## config.mk

```make
export PLATFORM = sky130hd
export DESIGN_NAME = lcf_regs
export DESIGN_NICKNAME = d
export VERILOG_FILES = /design/src/hw/lcf_pkg.sv /design/src/hw/lcf_cycle_timer.sv /design/src/hw/lcf_regs.sv
export VERILOG_INCLUDE_DIRS = /design/src /design/src/hw
export SDC_FILE = /design/constraint.sdc
export NUM_CORES = 1
export LEC_CHECK = 0
export BUFFER_PORTS_ARGS = -buffer_cell sky130_fd_sc_hd__buf_2
export CAP_MARGIN = 20
export CORE_MARGIN = 2
export CORE_UTILIZATION = 45
export DETAILED_ROUTE_END_ITERATION = 12
export PLACE_DENSITY = 0.72
export SLEW_MARGIN = 20
export SYNTH_ARGS = -nofsm -noshare
export SYNTH_HDL_FRONTEND = slang
export SYNTH_SLANG_ARGS = --single-unit
```

## constraint.sdc

```tcl
create_clock -name i_clk_sys -period 3.9 [get_ports i_clk_sys]
set_input_delay 1.17 -clock i_clk_sys [delete_from_list [all_inputs] [get_ports i_clk_sys]]
set_output_delay 1.17 -clock i_clk_sys [all_outputs]
set_load 0.01 [all_outputs]
```

## src/hw/lcf_map.svh

```systemverilog
/*
 Register offsets, bit positions, field widths and timing constants
 for the link control and fairness register block.
 Assumes a 50 MHz system clock and a 24.576 MHz cycle timebase.
*/
`ifndef LCF_MAP_SVH
`define LCF_MAP_SVH
`define LCF_OFS_FAIR  8'hdc
`define LCF_OFS_SET   8'he0
`define LCF_OFS_CLR   8'he4
`define LCF_BIT_SRC   22
`define LCF_BIT_MST   21
`define LCF_BIT_RUN   20
`define LCF_BIT_PHY   10
`define LCF_BIT_SID   9
`define LCF_CFG_MASK  32'h0070_0600
`define LCF_CFG_RST   32'h0000_0000
`define LCF_SRC_KEEP  32'h0040_0000
`define LCF_FAIR_W    8
`define LCF_FAIR_RST  8'h00
`define LCF_OFS_W     12
`define LCF_CNT_W     13
`define LCF_SEC_W     7
`define LCF_OFS_LAST  12'hbff
`define LCF_CNT_LAST  13'h1f3f
`define LCF_SYS_KHZ   50000
`define LCF_TB_KHZ    24576
`define LCF_ACC_W     17
`endif

```

## src/hw/lcf_pkg.sv

```systemverilog
/*
 Shared types of the link control and fairness register block.
 Assumes lcf_map.svh supplies the field widths.
*/
`include "lcf_map.svh"
package lcf_pkg;
   typedef logic [31:0]               lcf_word_type;
   typedef logic [`LCF_FAIR_W-1:0]    lcf_fair_type;
   typedef logic [`LCF_OFS_W-1:0]     lcf_ofs_type;
   typedef logic [`LCF_CNT_W-1:0]     lcf_cnt_type;
   typedef logic [`LCF_SEC_W-1:0]     lcf_sec_type;
   typedef logic [`LCF_ACC_W-1:0]     lcf_acc_type;
endpackage

```

## src/hw/lcf_cycle_timer.sv

```systemverilog
/*
 Isochronous cycle timer: offset, cycle number and seconds fields,
 advanced by a 24.576 MHz tick made from the system clock.
 Assumes all inputs synchronous to i_clk_sys.
*/
`timescale 1ns/1ps
`include "lcf_map.svh"
module lcf_cycle_timer
(
   input  wire logic                i_clk_sys,
   input  wire logic                i_nrst,
   input  wire logic                i_run,
   input  wire logic                i_ext_mode,
   input  wire logic                i_ext_event,
   input  wire logic                i_load,
   input  wire lcf_pkg::lcf_word_type i_load_val,
   output lcf_pkg::lcf_word_type    o_timer,
   output logic                     o_rollover
);
   // Fractional divider; 50 MHz has no integer ratio to 24.576 MHz
   lcf_pkg::lcf_acc_type acc_reg;
   lcf_pkg::lcf_acc_type acc_sum;
   lcf_pkg::lcf_acc_type acc_next;
   logic                 tick;
   lcf_pkg::lcf_ofs_type ofs_reg;
   lcf_pkg::lcf_cnt_type cnt_reg;
   lcf_pkg::lcf_sec_type sec_reg;
   logic                 ofs_last;
   logic                 cnt_last;
   logic                 ext_step;
   logic                 int_step;
   logic                 step;

   assign acc_sum  = acc_reg + `LCF_ACC_W'(`LCF_TB_KHZ);
   assign tick     = acc_sum >= `LCF_ACC_W'(`LCF_SYS_KHZ);
   assign acc_next = tick ? acc_sum - `LCF_ACC_W'(`LCF_SYS_KHZ) : acc_sum;
   assign ofs_last = ofs_reg == `LCF_OFS_LAST;
   assign cnt_last = cnt_reg == `LCF_CNT_LAST;
   assign ext_step = i_run & i_ext_mode & i_ext_event;
   assign int_step = i_run & ~i_ext_mode & tick & ofs_last;
   assign step     = ext_step | int_step;

   always_ff @(posedge i_clk_sys or negedge i_nrst)
   begin
      if (!i_nrst)
      begin
         acc_reg    <= '0;
         ofs_reg    <= '0;
         cnt_reg    <= '0;
         sec_reg    <= '0;
         o_rollover <= 1'b0;
      end
      else
      begin
         acc_reg    <= acc_next;
         o_rollover <= step & ~i_load;
         if (i_load)
         begin
            ofs_reg <= i_load_val[`LCF_OFS_W-1:0];
            cnt_reg <= i_load_val[`LCF_OFS_W+`LCF_CNT_W-1:`LCF_OFS_W];
            sec_reg <= i_load_val[31:`LCF_OFS_W+`LCF_CNT_W];
         end
         else if (step)
         begin
            ofs_reg <= '0;
            cnt_reg <= cnt_last ? '0 : cnt_reg + 1'b1;
            if (cnt_last)
               sec_reg <= sec_reg + 1'b1;
         end
         else if (i_run & tick & ~ofs_last)
            ofs_reg <= ofs_reg + 1'b1;
         // Offset parks at its last value awaiting the external event
      end
   end

   assign o_timer = {sec_reg, cnt_reg, ofs_reg};
endmodule

```

## src/hw/lcf_regs.sv

```systemverilog
/*
 Link control and fairness registers of a serial bus link layer,
 with priority request budgeting, cycle master control and receive
 packet gating.
 Assumes a host register port synchronous to i_clk_sys and a link
 core that reports events as one-cycle pulses.
*/
// Operation
// - Link config has a set address and a clear address; ones act.
// - Reads at either link config address return the same contents.
// - Priority requests per fairness interval never exceed the limit field.
// - Limit of zero means no priority requests at all.
// - External source: cycle number advances only on the external event.
// - Offset returns to zero whenever the cycle number increments.
// - External source: offset holds at 3071 until the event arrives.
// - Internal source: timer rolls over every 3072 timebase clocks.
// - External source bit acts only while cycle master is set.
// - Hardware reset clears external source; software reset keeps it.
// - Master and root: send cycle start on each rollover.
// - Not master: accept received cycle starts for synchronisation.
// - Overrun clears master; master cannot be set while overrun flagged.
// - Timer enable runs offset counting; otherwise the offset freezes.
// - PHY packet bit with async receive context on admits PHY packets.
// - PHY bit never gates in-phase self-ID or bus reset packets.
// - Self-ID receive bit admits self-ID packets into the buffer.
// - Timer is 12 offset, 13 cycle number, 7 seconds bits.
// - Not master: load timer from cycle start; else free-run.
`timescale 1ns/1ps
`include "lcf_map.svh"
module lcf_regs
#(
   parameter int FAIR_W = `LCF_FAIR_W
)
(
   input  wire logic                  i_clk_sys,
   input  wire logic                  i_nrst,
   input  wire logic                  i_soft_rst,
   input  wire logic                  i_reg_wr,
   input  wire logic                  i_reg_rd,
   input  wire logic [7:0]            i_reg_addr,
   input  wire lcf_pkg::lcf_word_type i_reg_wdata,
   output lcf_pkg::lcf_word_type      o_reg_rdata,
   output logic                       o_reg_ack,
   input  wire logic                  i_fair_interval,
   input  wire logic                  i_pri_req,
   output logic                       o_pri_grant,
   input  wire logic                  i_is_root,
   input  wire logic                  i_ext_cycle_event,
   input  wire logic                  i_overrun_event,
   input  wire logic                  i_overrun_flag,
   input  wire logic                  i_cs_rx_valid,
   input  wire lcf_pkg::lcf_word_type i_cs_rx_data,
   output logic                       o_cs_tx,
   output lcf_pkg::lcf_word_type      o_cs_tx_data,
   output lcf_pkg::lcf_word_type      o_cycle_timer,
   output logic                       o_cycle_master,
   input  wire logic                  i_async_receive_en,
   input  wire logic                  i_rx_phy_pkt,
   input  wire logic                  i_rx_self_id_pkt,
   input  wire logic                  i_rx_bus_reset_pkt,
   input  wire logic                  i_self_id_phase,
   output logic                       o_async_receive_put,
   output logic                       o_self_id_put
);
   generate
      if (FAIR_W != `LCF_FAIR_W)
      begin : g_bad_width
         $error("lcf_regs: FAIR_W must match the limit field");
      end
   endgenerate

   // Register state
   lcf_pkg::lcf_word_type  cfg_reg;
   lcf_pkg::lcf_word_type  cfg_next;
   logic [FAIR_W-1:0]      fair_reg;
   logic [FAIR_W-1:0]      fair_next;
   logic [FAIR_W-1:0]      pri_cnt_reg;
   logic [FAIR_W-1:0]      pri_cnt_next;

   // Address decode
   logic                   hit_fair;
   logic                   hit_set;
   logic                   hit_clr;
   logic                   wr_fair;
   lcf_pkg::lcf_word_type  set_bits;
   lcf_pkg::lcf_word_type  clr_bits;
   lcf_pkg::lcf_word_type  cfg_sw;
   lcf_pkg::lcf_word_type  cfg_hw;
   lcf_pkg::lcf_word_type  rd_word;

   // Control bits
   logic                   ext_src;
   logic                   master;
   logic                   timer_run;
   logic                   phy_en;
   logic                   sid_en;
   logic                   ext_mode;
   logic                   ts_load;

   // Fairness budget
   logic                   pri_room;
   logic                   pri_ok;

   // Receive gating
   logic                   sid_in_phase;
   logic                   sid_out_phase;
   logic                   ar_phy_take;
   logic                   ar_bus_rst_take;
   logic                   ar_take;
   logic                   sid_take;

   // Cycle timer link
   lcf_pkg::lcf_word_type  timer_val;
   logic                   rollover;
   logic                   cs_send;

   assign hit_fair = i_reg_addr == `LCF_OFS_FAIR;
   assign hit_set  = i_reg_addr == `LCF_OFS_SET;
   assign hit_clr  = i_reg_addr == `LCF_OFS_CLR;
   assign wr_fair  = i_reg_wr & hit_fair;

   // Only the implemented bits can ever be stored
   assign set_bits = (i_reg_wr & hit_set) ? i_reg_wdata & `LCF_CFG_MASK : '0;
   assign clr_bits = (i_reg_wr & hit_clr) ? i_reg_wdata & `LCF_CFG_MASK : '0;
   assign cfg_sw   = (cfg_reg | set_bits) & ~clr_bits;

   // Hardware keeps master low during and after an overrun
   always_comb
   begin
      cfg_hw = cfg_sw;
      if (i_overrun_flag & ~cfg_reg[`LCF_BIT_MST])
         cfg_hw[`LCF_BIT_MST] = 1'b0;
      if (i_overrun_event)
         cfg_hw[`LCF_BIT_MST] = 1'b0;
   end

   // Software reset spares the source selection only
   assign cfg_next = i_soft_rst ? cfg_reg & `LCF_SRC_KEEP : cfg_hw;

   assign fair_next = wr_fair ? i_reg_wdata[FAIR_W-1:0] : fair_reg;

   assign ext_src   = cfg_reg[`LCF_BIT_SRC];
   assign master    = cfg_reg[`LCF_BIT_MST];
   assign timer_run = cfg_reg[`LCF_BIT_RUN];
   assign phy_en    = cfg_reg[`LCF_BIT_PHY];
   assign sid_en    = cfg_reg[`LCF_BIT_SID];

   // Source bit is meaningless unless this node is cycle master
   assign ext_mode = ext_src & master;

   // Slave nodes follow the sender of cycle starts
   assign ts_load = i_cs_rx_valid & ~master;

   // Cycle start goes out only from a root cycle master
   assign cs_send = rollover & master & i_is_root;

   // Zero limit leaves no room, the plain arbitration behaviour
   assign pri_room = pri_cnt_reg < fair_reg;
   assign pri_ok   = i_pri_req & pri_room & ~i_fair_interval;

   always_comb
   begin
      pri_cnt_next = pri_cnt_reg;
      if (i_fair_interval)
         pri_cnt_next = '0;
      else if (pri_ok)
         pri_cnt_next = pri_cnt_reg + 1'b1;
   end

   // Self-ID outside its phase counts as an ordinary PHY packet
   assign sid_in_phase    = i_rx_self_id_pkt & i_self_id_phase;
   assign sid_out_phase   = i_rx_self_id_pkt & ~i_self_id_phase;
   assign ar_phy_take     = (i_rx_phy_pkt | sid_out_phase) & phy_en;
   assign ar_bus_rst_take = i_rx_bus_reset_pkt;
   assign ar_take         = i_async_receive_en & (ar_phy_take | ar_bus_rst_take);
   assign sid_take        = sid_in_phase & sid_en;

   // Both link config addresses return the same word
   always_comb
   begin
      rd_word = '0;
      if (hit_fair)
         rd_word = {{(32-FAIR_W){1'b0}}, fair_reg};
      else if (hit_set | hit_clr)
         rd_word = cfg_reg & `LCF_CFG_MASK;
   end

   lcf_cycle_timer u_timer
   (
      .i_clk_sys   (i_clk_sys),
      .i_nrst      (i_nrst),
      .i_run       (timer_run),
      .i_ext_mode  (ext_mode),
      .i_ext_event (i_ext_cycle_event),
      .i_load      (ts_load),
      .i_load_val  (i_cs_rx_data),
      .o_timer     (timer_val),
      .o_rollover  (rollover)
   );

   assign o_cycle_timer = timer_val;

   // Hardware reset clears every control bit, source among them
   always_ff @(posedge i_clk_sys or negedge i_nrst)
   begin
      if (!i_nrst)
      begin
         cfg_reg  <= `LCF_CFG_RST;
         fair_reg <= `LCF_FAIR_RST;
      end
      else
      begin
         cfg_reg  <= cfg_next;
         fair_reg <= fair_next;
      end
   end

   always_ff @(posedge i_clk_sys or negedge i_nrst)
   begin
      if (!i_nrst)
         pri_cnt_reg <= '0;
      else
         pri_cnt_reg <= pri_cnt_next;
   end

   // Read answer lands one cycle after the strobe
   always_ff @(posedge i_clk_sys or negedge i_nrst)
   begin
      if (!i_nrst)
      begin
         o_reg_rdata <= '0;
         o_reg_ack   <= 1'b0;
      end
      else
      begin
         o_reg_ack <= i_reg_rd | i_reg_wr;
         if (i_reg_rd)
            o_reg_rdata <= rd_word;
      end
   end

   always_ff @(posedge i_clk_sys or negedge i_nrst)
   begin
      if (!i_nrst)
         o_pri_grant <= 1'b0;
      else
         o_pri_grant <= pri_ok;
   end

   // Payload is the timer value just after the rollover, offset zero
   always_ff @(posedge i_clk_sys or negedge i_nrst)
   begin
      if (!i_nrst)
      begin
         o_cs_tx      <= 1'b0;
         o_cs_tx_data <= '0;
      end
      else
      begin
         o_cs_tx <= cs_send;
         if (cs_send)
            o_cs_tx_data <= timer_val;
      end
   end

   always_ff @(posedge i_clk_sys or negedge i_nrst)
   begin
      if (!i_nrst)
         o_cycle_master <= 1'b0;
      else
         o_cycle_master <= cfg_next[`LCF_BIT_MST];
   end

   // One-cycle accept strobes toward the receive contexts
   always_ff @(posedge i_clk_sys or negedge i_nrst)
   begin
      if (!i_nrst)
      begin
         o_async_receive_put <= 1'b0;
         o_self_id_put       <= 1'b0;
      end
      else
      begin
         o_async_receive_put <= ar_take;
         o_self_id_put       <= sid_take;
      end
   end
endmodule

```

### Word level (Yosys, flattened, before mapping)

Index checks and enable logic that the tools add are counted.

| storage, ports and cells | value |
|---|---|
| flip-flop bits (word level) | 168 |
| input bits | 89 |
| output and inout bits | 102 |
| logic and storage cells | 91 |

| cells by class | value |
|---|---|
| add/sub/neg operators | 6 |
| $lt $le $gt $ge | 2 |
| equality and inequality tests | 5 |
| mux-type cells | 19 |
| bitwise operators | 37 |
| reductions and logical operators | 5 |

Operator list:

| cell | number |
|---|---|
| 23-bit 2-to-1 mux | 3 |
| 32-bit 2-to-1 mux | 2 |
| 13-bit 2-to-1 mux | 3 |
| 12-bit 2-to-1 mux | 3 |
| 32-bit AND | 1 |
| 23-bit NOT with 32-bit output | 1 |
| 32-bit by 23-bit OR with 32-bit output | 1 |
| 8-bit == test, second input constant | 3 |
| 1-bit AND | 23 |
| 7-bit 2-to-1 mux | 3 |
| 17-bit by 15-bit adder with 17-bit output, second input constant | 1 |
| 17-bit by 16-bit >= comparator with 1-bit output, second input constant | 1 |
| 17-bit 2-to-1 mux | 1 |
| 17-bit by 16-bit subtractor with 17-bit output, second input constant | 1 |
| 8-bit 2-to-1 mux | 2 |
| 13-bit by 1-bit adder with 13-bit output, second input constant | 1 |
| 13-bit == test, second input constant | 1 |
| 12-bit by 1-bit adder with 12-bit output, second input constant | 1 |
| 12-bit == test, second input constant | 1 |
| 8-bit by 1-bit adder with 8-bit output, second input constant | 1 |
| 8-bit < comparator | 1 |
| 7-bit by 1-bit adder with 7-bit output, second input constant | 1 |
| 1-bit NOT | 6 |
| 2-bit nonzero test | 3 |
| other kinds (4) | 9 |

### Longest topological paths before layout

Gate-level depths: netlist of run 1.

| depth | value |
|---|---|
| depth in word-level cells | 8 |
| gate-level depth with buffers | 10 |
| gate-level depth less buffers | 8 |

### By module

A second synthesis of run 1 with hierarchy kept.

| unflattened totals | value |
|---|---|
| cells, all modules | 586 |
| area, all modules | 6152.2 um2 |

By module, submodules not included:

| module | times used | cells an instance | area each (um2) | sequential area each (um2) |
|---|---|---|---|---|
| lcf_regs | 1 | 256 | 3250.6 | 1776.7 |
| lcf_cycle_timer | 1 | 330 | 2901.5 | 1151.1 |

### Least setup slack after synthesis of run 1

No wires, ideal clock.

| timing | value |
|---|---|
| path type | in2reg |
| start point | input i_ext_cycle_event |
| end point | register u_timer.sec_reg[5] |
| setup time | 0.126 ns |
| data arrival time | 2.529 ns |
| required time | 3.774 ns |
| path slack | 1.245 ns |
| stages on the path | 7 |
| cell sequence | and3_1 -> clkbuf_1 -> a31o_2 -> o211ai_4 -> buf_6 -> o311a_1 -> a221o_1 |

| between the ends | value |
|---|---|
| cells in the longest elaborated chain, start to end | 4 |

Ends and longest elaborated chain:

| item | line | source |
|---|---|---|
| start, declared | lcf_regs.sv:48 | `input wire logic i_ext_cycle_event,` |
| 1-bit AND | lcf_cycle_timer.sv:39 | `assign ext_step = i_run & i_ext_mode & i_ext_event;` |
| 1-bit OR | lcf_cycle_timer.sv:41 | `assign step = ext_step \| int_step;` |
| 2-bit nonzero test (no line) | - |  |
| 2-bit AND reduction (no line) | - |  |
| end signal, assigned | lcf_cycle_timer.sv:61 | `` sec_reg <= i_load_val[31:`LCF_OFS_W+`LCF_CNT_W]; `` |
| end signal, assigned | lcf_cycle_timer.sv:68 | `sec_reg <= sec_reg + 1'b1;` |
| end, declared | lcf_cycle_timer.sv:27 | `lcf_pkg::lcf_sec_type sec_reg;` |

Every way passes these cells.
A chain may end at the register's enable or synchronous reset.

### Worst setup path in the final report of run 1

| timing | value |
|---|---|
| start point | register u_timer.acc_reg[13] |
| end point | register u_timer.cnt_reg[6] |

| between the ends | value |
|---|---|
| cells in the longest elaborated chain, start to end | 6 |

Ends and longest elaborated chain:

| item | line | source |
|---|---|---|
| start, declared | lcf_cycle_timer.sv:21 | `lcf_pkg::lcf_acc_type acc_reg;` |
| start signal, assigned | lcf_cycle_timer.sv:55 | `acc_reg <= acc_next;` |
| 17-bit by 15-bit adder with 17-bit output | lcf_cycle_timer.sv:34 | `` assign acc_sum = acc_reg + `LCF_ACC_W'(`LCF_TB_KHZ); `` |
| 17-bit by 16-bit >= comparator with 1-bit output | lcf_cycle_timer.sv:35 | `` assign tick = acc_sum >= `LCF_ACC_W'(`LCF_SYS_KHZ); `` |
| 1-bit AND (2 in a row) | lcf_cycle_timer.sv:40 | `assign int_step = i_run & ~i_ext_mode & tick & ofs_last;` |
| 1-bit OR | lcf_cycle_timer.sv:41 |  |
| 2-bit nonzero test (no line) | - |  |
| end signal, assigned | lcf_cycle_timer.sv:60 | `` cnt_reg <= i_load_val[`LCF_OFS_W+`LCF_CNT_W-1:`LCF_OFS_W]; `` |
| end signal, assigned | lcf_cycle_timer.sv:66 | `cnt_reg <= cnt_last ? '0 : cnt_reg + 1'b1;` |
| end, declared | lcf_cycle_timer.sv:26 | `lcf_pkg::lcf_cnt_type cnt_reg;` |

Every way passes these cells.

==> results by group, run 1 <==
Detailed routing
  – Via density: 5.53
  – Drt drc: 0
  – Initial DRC Count: 455
  – Final ANT Viol Nets: 0
  – Router iterations before antenna repair: 5
  – WL/cell: 16.1 um
  – Final WL: 15.2 mm
  – Total number of vias: 5246

Synthesis
  – Syn avg cell area: 9.98 um2
  – Top FF cell, synth: dfrtp_1
  – Top cells by count, synth: dfrtp_1, nand2_1, mux2_2
  – Leading area contributor after synthesis: dfrtp_1
  – Cells after Synth: 613
  – Ranking of synthesized cells by area: dfrtp_1, mux2_2, nand2_1, ha_1, o21ai_0
  – Netlist cell types: 64
  – Synth warn: 0
  – Seq/Total Area, Yosys: 0.478
  – Asr flop ratio synth: 1.00
  – Mapped Area: 6120 um2
  – Most frequent cell after synthesis: dfrtp_1
  – Post-synth EDFFs: 0
  – Share of the synthesized area in the top cell type: 0.478
  – Count of state elements after synthesis: 117

Cells and area
  – ANT cells: 0
  – Core Util, Final: 0.568
  – Top reg by flops: o_cs_tx_data
  – Max reg flops: 32
  – Layout cells sized above 1: 0.320
  – Nets: 865
  – Synthesis-to-layout area growth: 23.0%
  – Fill count: 1178
  – Fin area: 7530 um2

Worst setup path
  – Worst EP arrival: 3.28 ns
  – Setup slack, reg-to-reg: 0.95 ns
  – Max FO, Critical Path: 30
  – Data required, critical path: 4.23 ns
  – Reg-to-reg startpoint: u_timer.acc_reg[13]
  – Worst setup SP type: register
  – Worst reg2reg endpoint: u_timer.cnt_reg[6]
  – Crit path from: u_timer.acc_reg[13]
  – Reg2reg path depth: 8
  – Kind of critical path: register to register
  – Crit path to: u_timer.cnt_reg[6]
  – Setup crit end kind: register

STA
  – Final-report max-slew violation count: 0
  – Hold Slack: 0.486 ns
  – Setup TNS: 0 ns
  – Tmin final: 2.95 ns
  – RSZ-0062 raised after global routing: no
  – Worst-margin pin slew: 0.896 ns
  – # setup viols final: 0
  – Final hold violation count: 0
  – Max-slew headroom: 0.402
  – Fmax: 339 MHz
  – Clk_skew: 0.00648 ns
  – Period utilization: 0.755

Pwr
  – Peak VDD IR: 0.295 mV
  – Total power: 3.10 mW
  – Total power per unit cell area: 412 nW/um2
  – Internal power: 2.30 mW
  – Switch share: 0.258
  – Switching Power: 0.801 mW
  – Clock Power Share: 0.478
  – Pleak: 3.68 nW
  – Combinational power share: 0.093
  – Flop pwr share: 0.429

Global route
  – Largest net degree at the start of global routing: 63
  – GRT Resource Usage Total: 0.215
  – Initial antenna violation count: 0
  – Vias in the first global route: 5230
  – Total gr overflow: 0
  – First-pass GRT wire length: 25.0 mm

Floorplanning
  – CORE AREA: 13200 um2
  – I/O pin cnt: 191
  – Die Ht: 121 um
  – FP Rows: 42
  – Chip width: 121 um
  – Initial core utilization: 0.462
  – Die area: 14500 um2

Clocking
  – CTS buffer count: 17
  – TritonCTS Sinks: 117
  – CTS tree: built
  – Clk_lat worst skew: 0.41 ns
  – Worst-path clk slew: 0.05 ns
  – CTS hold repair buffers: 0
  – Clock Path Buffers: 2
  – H-tree levels: 4
  – Root Driver: clkbuf_16
  – Setup Buffers After CTS: 0
  – # resized after CTS: 0

Place
  – DP Area: 6950 um2
  – DP HPWL: 10.9 mm
  – Placer's final routability congestion estimate: 0.915
  – IO Port Bufs: 152

Flow run
  – Maxcap violations: 0

Run status
  – Status: complete, no violations

Hold path
  – Hold/Removal Path Class: register to register
metal layers:
| metal | part of all wire | global-route usage | vias to the layer above |
|---|---|---|---|
| met5 | 0 | 0 | - |
| met4 | 0.021 | 0.0894 | 0 |
| met3 | 0.069 | 0.0453 | 28 |
| met2 | 0.48 | 0.350 | 233 |
| met1 | 0.43 | 0.279 | 2528 |
| li1 | - | - | 2457 |
cells by family (layout without fill, tap and decap cells):
logic type	after synthesis	count (layout)	share of synthesized area
buffers and inverters	80	222	0.0644
other	1	19	0.000613
and+or+nand+nor	204	204	0.168
DFF	117	117	0.478
xor gates and xnor gates	14	14	0.0200
adders and majority gates	16	16	0.0327
muxes	46	46	0.0840
AOI/OAI and AO/OA	135	135	0.152
stage by stage:
stage	setup WS, ns	instances
final	0.954	949
after floorplan	1.24	631
after global placement	0.959	917
after global routing	0.803	949
after detailed placement	0.878	917
after CTS	0.973	949
worst max-delay path, cell delays in order (launching register included):
cell      delay, ns
dfrtp_1        0.47
inv_1          0.10
ha_1           0.35
and4bb_1       0.26
nand3_1        0.15
o311ai_4       0.42
o211ai_4       0.33
or4_1          0.60
a31oi_1        0.17
power groups by stage:
stage	clock, mW	combinational (mW)	sequential, mW
2_1_floorplan	0	0.153	1.35
3_3_place_gp	0	0.277	1.35
3_5_place_dp	0	0.287	1.35
4_1_cts	1.51	0.289	1.33
5_1_grt	1.57	0.322	1.34
6_report	1.48	0.287	1.33
worst min path at each step:
stage	from	to	slack [ns]	depth (start not counted)
floorplan	cfg_reg[9]	o_reg_rdata[9]	0.46	2
global placement	o_cs_tx_data[10]	o_cs_tx_data[10]	0.47	2
detailed placement	o_cs_tx_data[10]	o_cs_tx_data[10]	0.48	2
CTS	o_cs_tx_data[10]	o_cs_tx_data[10]	0.49	2
global route	o_cs_tx_data[19]	o_cs_tx_data[19]	0.51	1
finish	o_cs_tx_data[10]	o_cs_tx_data[10]	0.49	2
layout by cell type (no fill, tap or decap), types with 16 or more instances in the layout:
master and n:
clkbuf_16 17, ha_1 16, a21oi_1 19, o21ai_0 40
nand3_1 22, dfrtp_1 117, a31oi_1 19, inv_1 34
conb_1 19, nor2_1 41, nand2_1 63, buf_2 151
mux2_2 43
final cells by class:
cell class                 count  area [um2]  area share
sequential                   117        2930       0.389
multi-input combinational    434        2870       0.382
timing repair buffer         156         806       0.107
clock buffer                  20         467      0.0620
tap                          176         220      0.0293
inverter                      34         128      0.0170
clock inverter                12         105      0.0140
Note: power is estimated with default switching activity, not from simulation.
==> run 2, diff against run 1 <==
==> constraint.sdc (replaced) <==
create_clock -name i_clk_sys -period 3 [get_ports i_clk_sys]
set_input_delay 0.9 -clock i_clk_sys [delete_from_list [all_inputs] [get_ports i_clk_sys]]
set_output_delay 0.9 -clock i_clk_sys [all_outputs]
set_load 0.01 [all_outputs]
==> run 2 against run 1 <==
  * Clock skew up 0.00054 ns
  * Combinational power up 33%
  * Sequential power up 30%
  * Global-route usage down 0.47 points
  * Clock-buffer cell count up 5
  * Via count up 1.8%
  * Worst hold slack worse by 0.047 ns
  * Sequential share of layout area down 0.25 points
  * Largest cell class unchanged
==> results by group, run 2 (synthesis results as in run 1) <==
Run status
  – Status: complete, no violations

Detailed routing
  – Router iterations before antenna repair: 6
  – Drt drc: 0
  – Initial DRC Count: 407
  – WL/cell: 15.9 um
  – Final ANT Viol Nets: 0
  – Total number of vias: 5338
  – Final WL: 15.2 mm
  – Via density: 5.57

Global route
  – Initial antenna violation count: 0
  – GRT Resource Usage Total: 0.210
  – First-pass GRT wire length: 24.2 mm
  – Largest net degree at the start of global routing: 61
  – Vias in the first global route: 5041
  – Total gr overflow: 0

Cells and area
  – ANT cells: 0
  – Layout cells sized above 1: 0.322
  – Nets: 876
  – Commonest non-fill, non-tap cells in the layout: buf_2, dfrtp_1, nand2_1
  – Fill count: 1212
  – Synthesis-to-layout area growth: 23.8%
  – Multi-input gate area in the final layout: 2890 um2
  – Register area: 2930 um2
  – Max reg flops: 32
  – Cell Count, Final, Fillers Out: 958
  – Most common cell after layout, fill and taps aside: buf_2
  – Top reg by flops: o_cs_tx_data

Flow run
  – Maxcap violations: 0

STA
  – Final-report max-slew violation count: 0
  – Tmin final: 2.82 ns
  – Final hold violation count: 0
  – Max-slew headroom: 0.455
  – Fmax: 355 MHz
  – Period utilization: 0.939
  – # setup viols final: 0
  – Worst-margin pin slew: 0.812 ns
  – Clk_skew: 0.00703 ns
  – RSZ-0062 raised after global routing: no
  – Setup TNS: 0 ns

Worst setup path
  – Data required, critical path: 3.26 ns
  – WP depth: 9
  – WP buf/inv: 2
  – Cell Chain, Critical Path: inv_1, ha_1, and4bb_1, nand3_1, o311ai_4, buf_4, o211ai_2, o21ai_0, a31oi_1
  – Setup crit end kind: register
  – Reg2reg path depth: 9
  – Reg-to-reg startpoint: u_timer.acc_reg[13]
  – Worst path slowest cell: dfrtp_1
  – Top delay family on crit path: compound AO/OA/AOI/OAI gates
  – Crit path largest cell delay: 0.45 ns
  – Setup slack, reg-to-reg: 0.18 ns
  – Max FO, Critical Path: 13
  – Worst reg2reg endpoint: u_timer.sec_reg[3]
  – Worst EP arrival: 3.08 ns
  – Worst setup SP type: register
  – Kind of critical path: register to register

Floorplanning
  – Chip width: 121 um
  – Die Ht: 121 um
  – I/O pin cnt: 191
  – Die area: 14500 um2
  – Initial core utilization: 0.462
  – CORE AREA: 13200 um2
  – FP Rows: 42

Pwr
  – Switch share: 0.249
  – Combinational power share: 0.099
  – Peak VDD IR: 0.315 mV
  – Switching Power: 0.970 mW
  – Total power: 3.89 mW
  – Pleak: 3.75 nW
  – Flop pwr share: 0.444
  – Clock Power Share: 0.457
  – Internal power: 2.92 mW
  – Total power per unit cell area: 513 nW/um2

Clocking
  – CTS tree: built
  – CTS buffer count: 17
  – Worst-path clk slew: 0.05 ns
  – Root Driver: clkbuf_16
  – Clock Path Buffers: 2
  – H-tree levels: 4
  – CTS hold repair buffers: 0
  – Clk_lat worst skew: 0.41 ns
  – TritonCTS Sinks: 117

Place
  – Placer's final routability congestion estimate: 0.926
  – DP Cell Count: 925
  – DP HPWL: 10.8 mm
  – IO Port Bufs: 152

Hold path
  – Hold/Removal Path Class: primary input to asynchronous set/reset pin
[run 2: changes by cell type in the layout (fill, tap and decap cells not counted)]
cell	change
o211ai_2	+1
buf_4	+9
clkbuf_1	+4
clkbuf_8	+1
clkinv_2	+2
buf_12	+1
bufinv_16	-1
clkinvlp_4	-8
[run 2: timing repair]
item / 4_1_cts / 5_1_grt
endpoints found under the hold margin: 0 / 0
buffers inserted: 0 / 2
endpoints found under the setup margin: 0 / 1
resized for setup: 0 / 0
[run 2: how the worst max path moves through the flow]
stage                              from                  to  slack (ns)
finish              u_timer.acc_reg[13]  u_timer.sec_reg[3]        0.18
global route        u_timer.acc_reg[13]  u_timer.cnt_reg[6]        0.02
CTS                 u_timer.acc_reg[13]  u_timer.cnt_reg[6]        0.18
detailed placement  u_timer.acc_reg[13]  u_timer.cnt_reg[6]        0.20
global placement    u_timer.acc_reg[13]  u_timer.cnt_reg[6]        0.26
floorplan           u_timer.acc_reg[13]  u_timer.sec_reg[5]        0.50
[run 2: area by class of cell]
type	count	area share
Clock buffer	25	0.0654
Clock inverter	5	0.00330
Multi-Input combinational cell	435	0.381
Tap cell	176	0.0291
Sequential cell	117	0.387
Inverter	34	0.0168
Timing Repair Buffer	166	0.118
[run 2: power groups by stage]
stage	clock, mW	combinational, mW	sequential, mW
finish	1.78	0.383	1.73
global route	1.89	0.431	1.74
CTS	1.82	0.385	1.72
detailed placement	0	0.383	1.75
global placement	0	0.372	1.74
floorplan	0	0.199	1.75
[run 2: routing by layer]
| layer | wire, um | share of wire | track usage |
|---|---|---|---|
| met2 | 7240 | 0.48 | 0.340 |
| met3 | 1150 | 0.075 | 0.0519 |
| met5 | 0 | 0 | 0 |
| met4 | 320 | 0.021 | 0.0858 |
| met1 | 6500 | 0.43 | 0.270 |
[run 2: through the flow]
step	util	setup slack (ns)	instance area, um2	hold slack, ns
after floorplan	-	0.500	6190	0.463
after global placement	0.531	0.261	7030	0.470
after detailed placement	0.531	0.202	7030	0.471
after CTS	0.570	0.181	7550	0.431
after global routing	0.572	0.0216	7570	0.460
final	0.572	0.183	7570	0.440
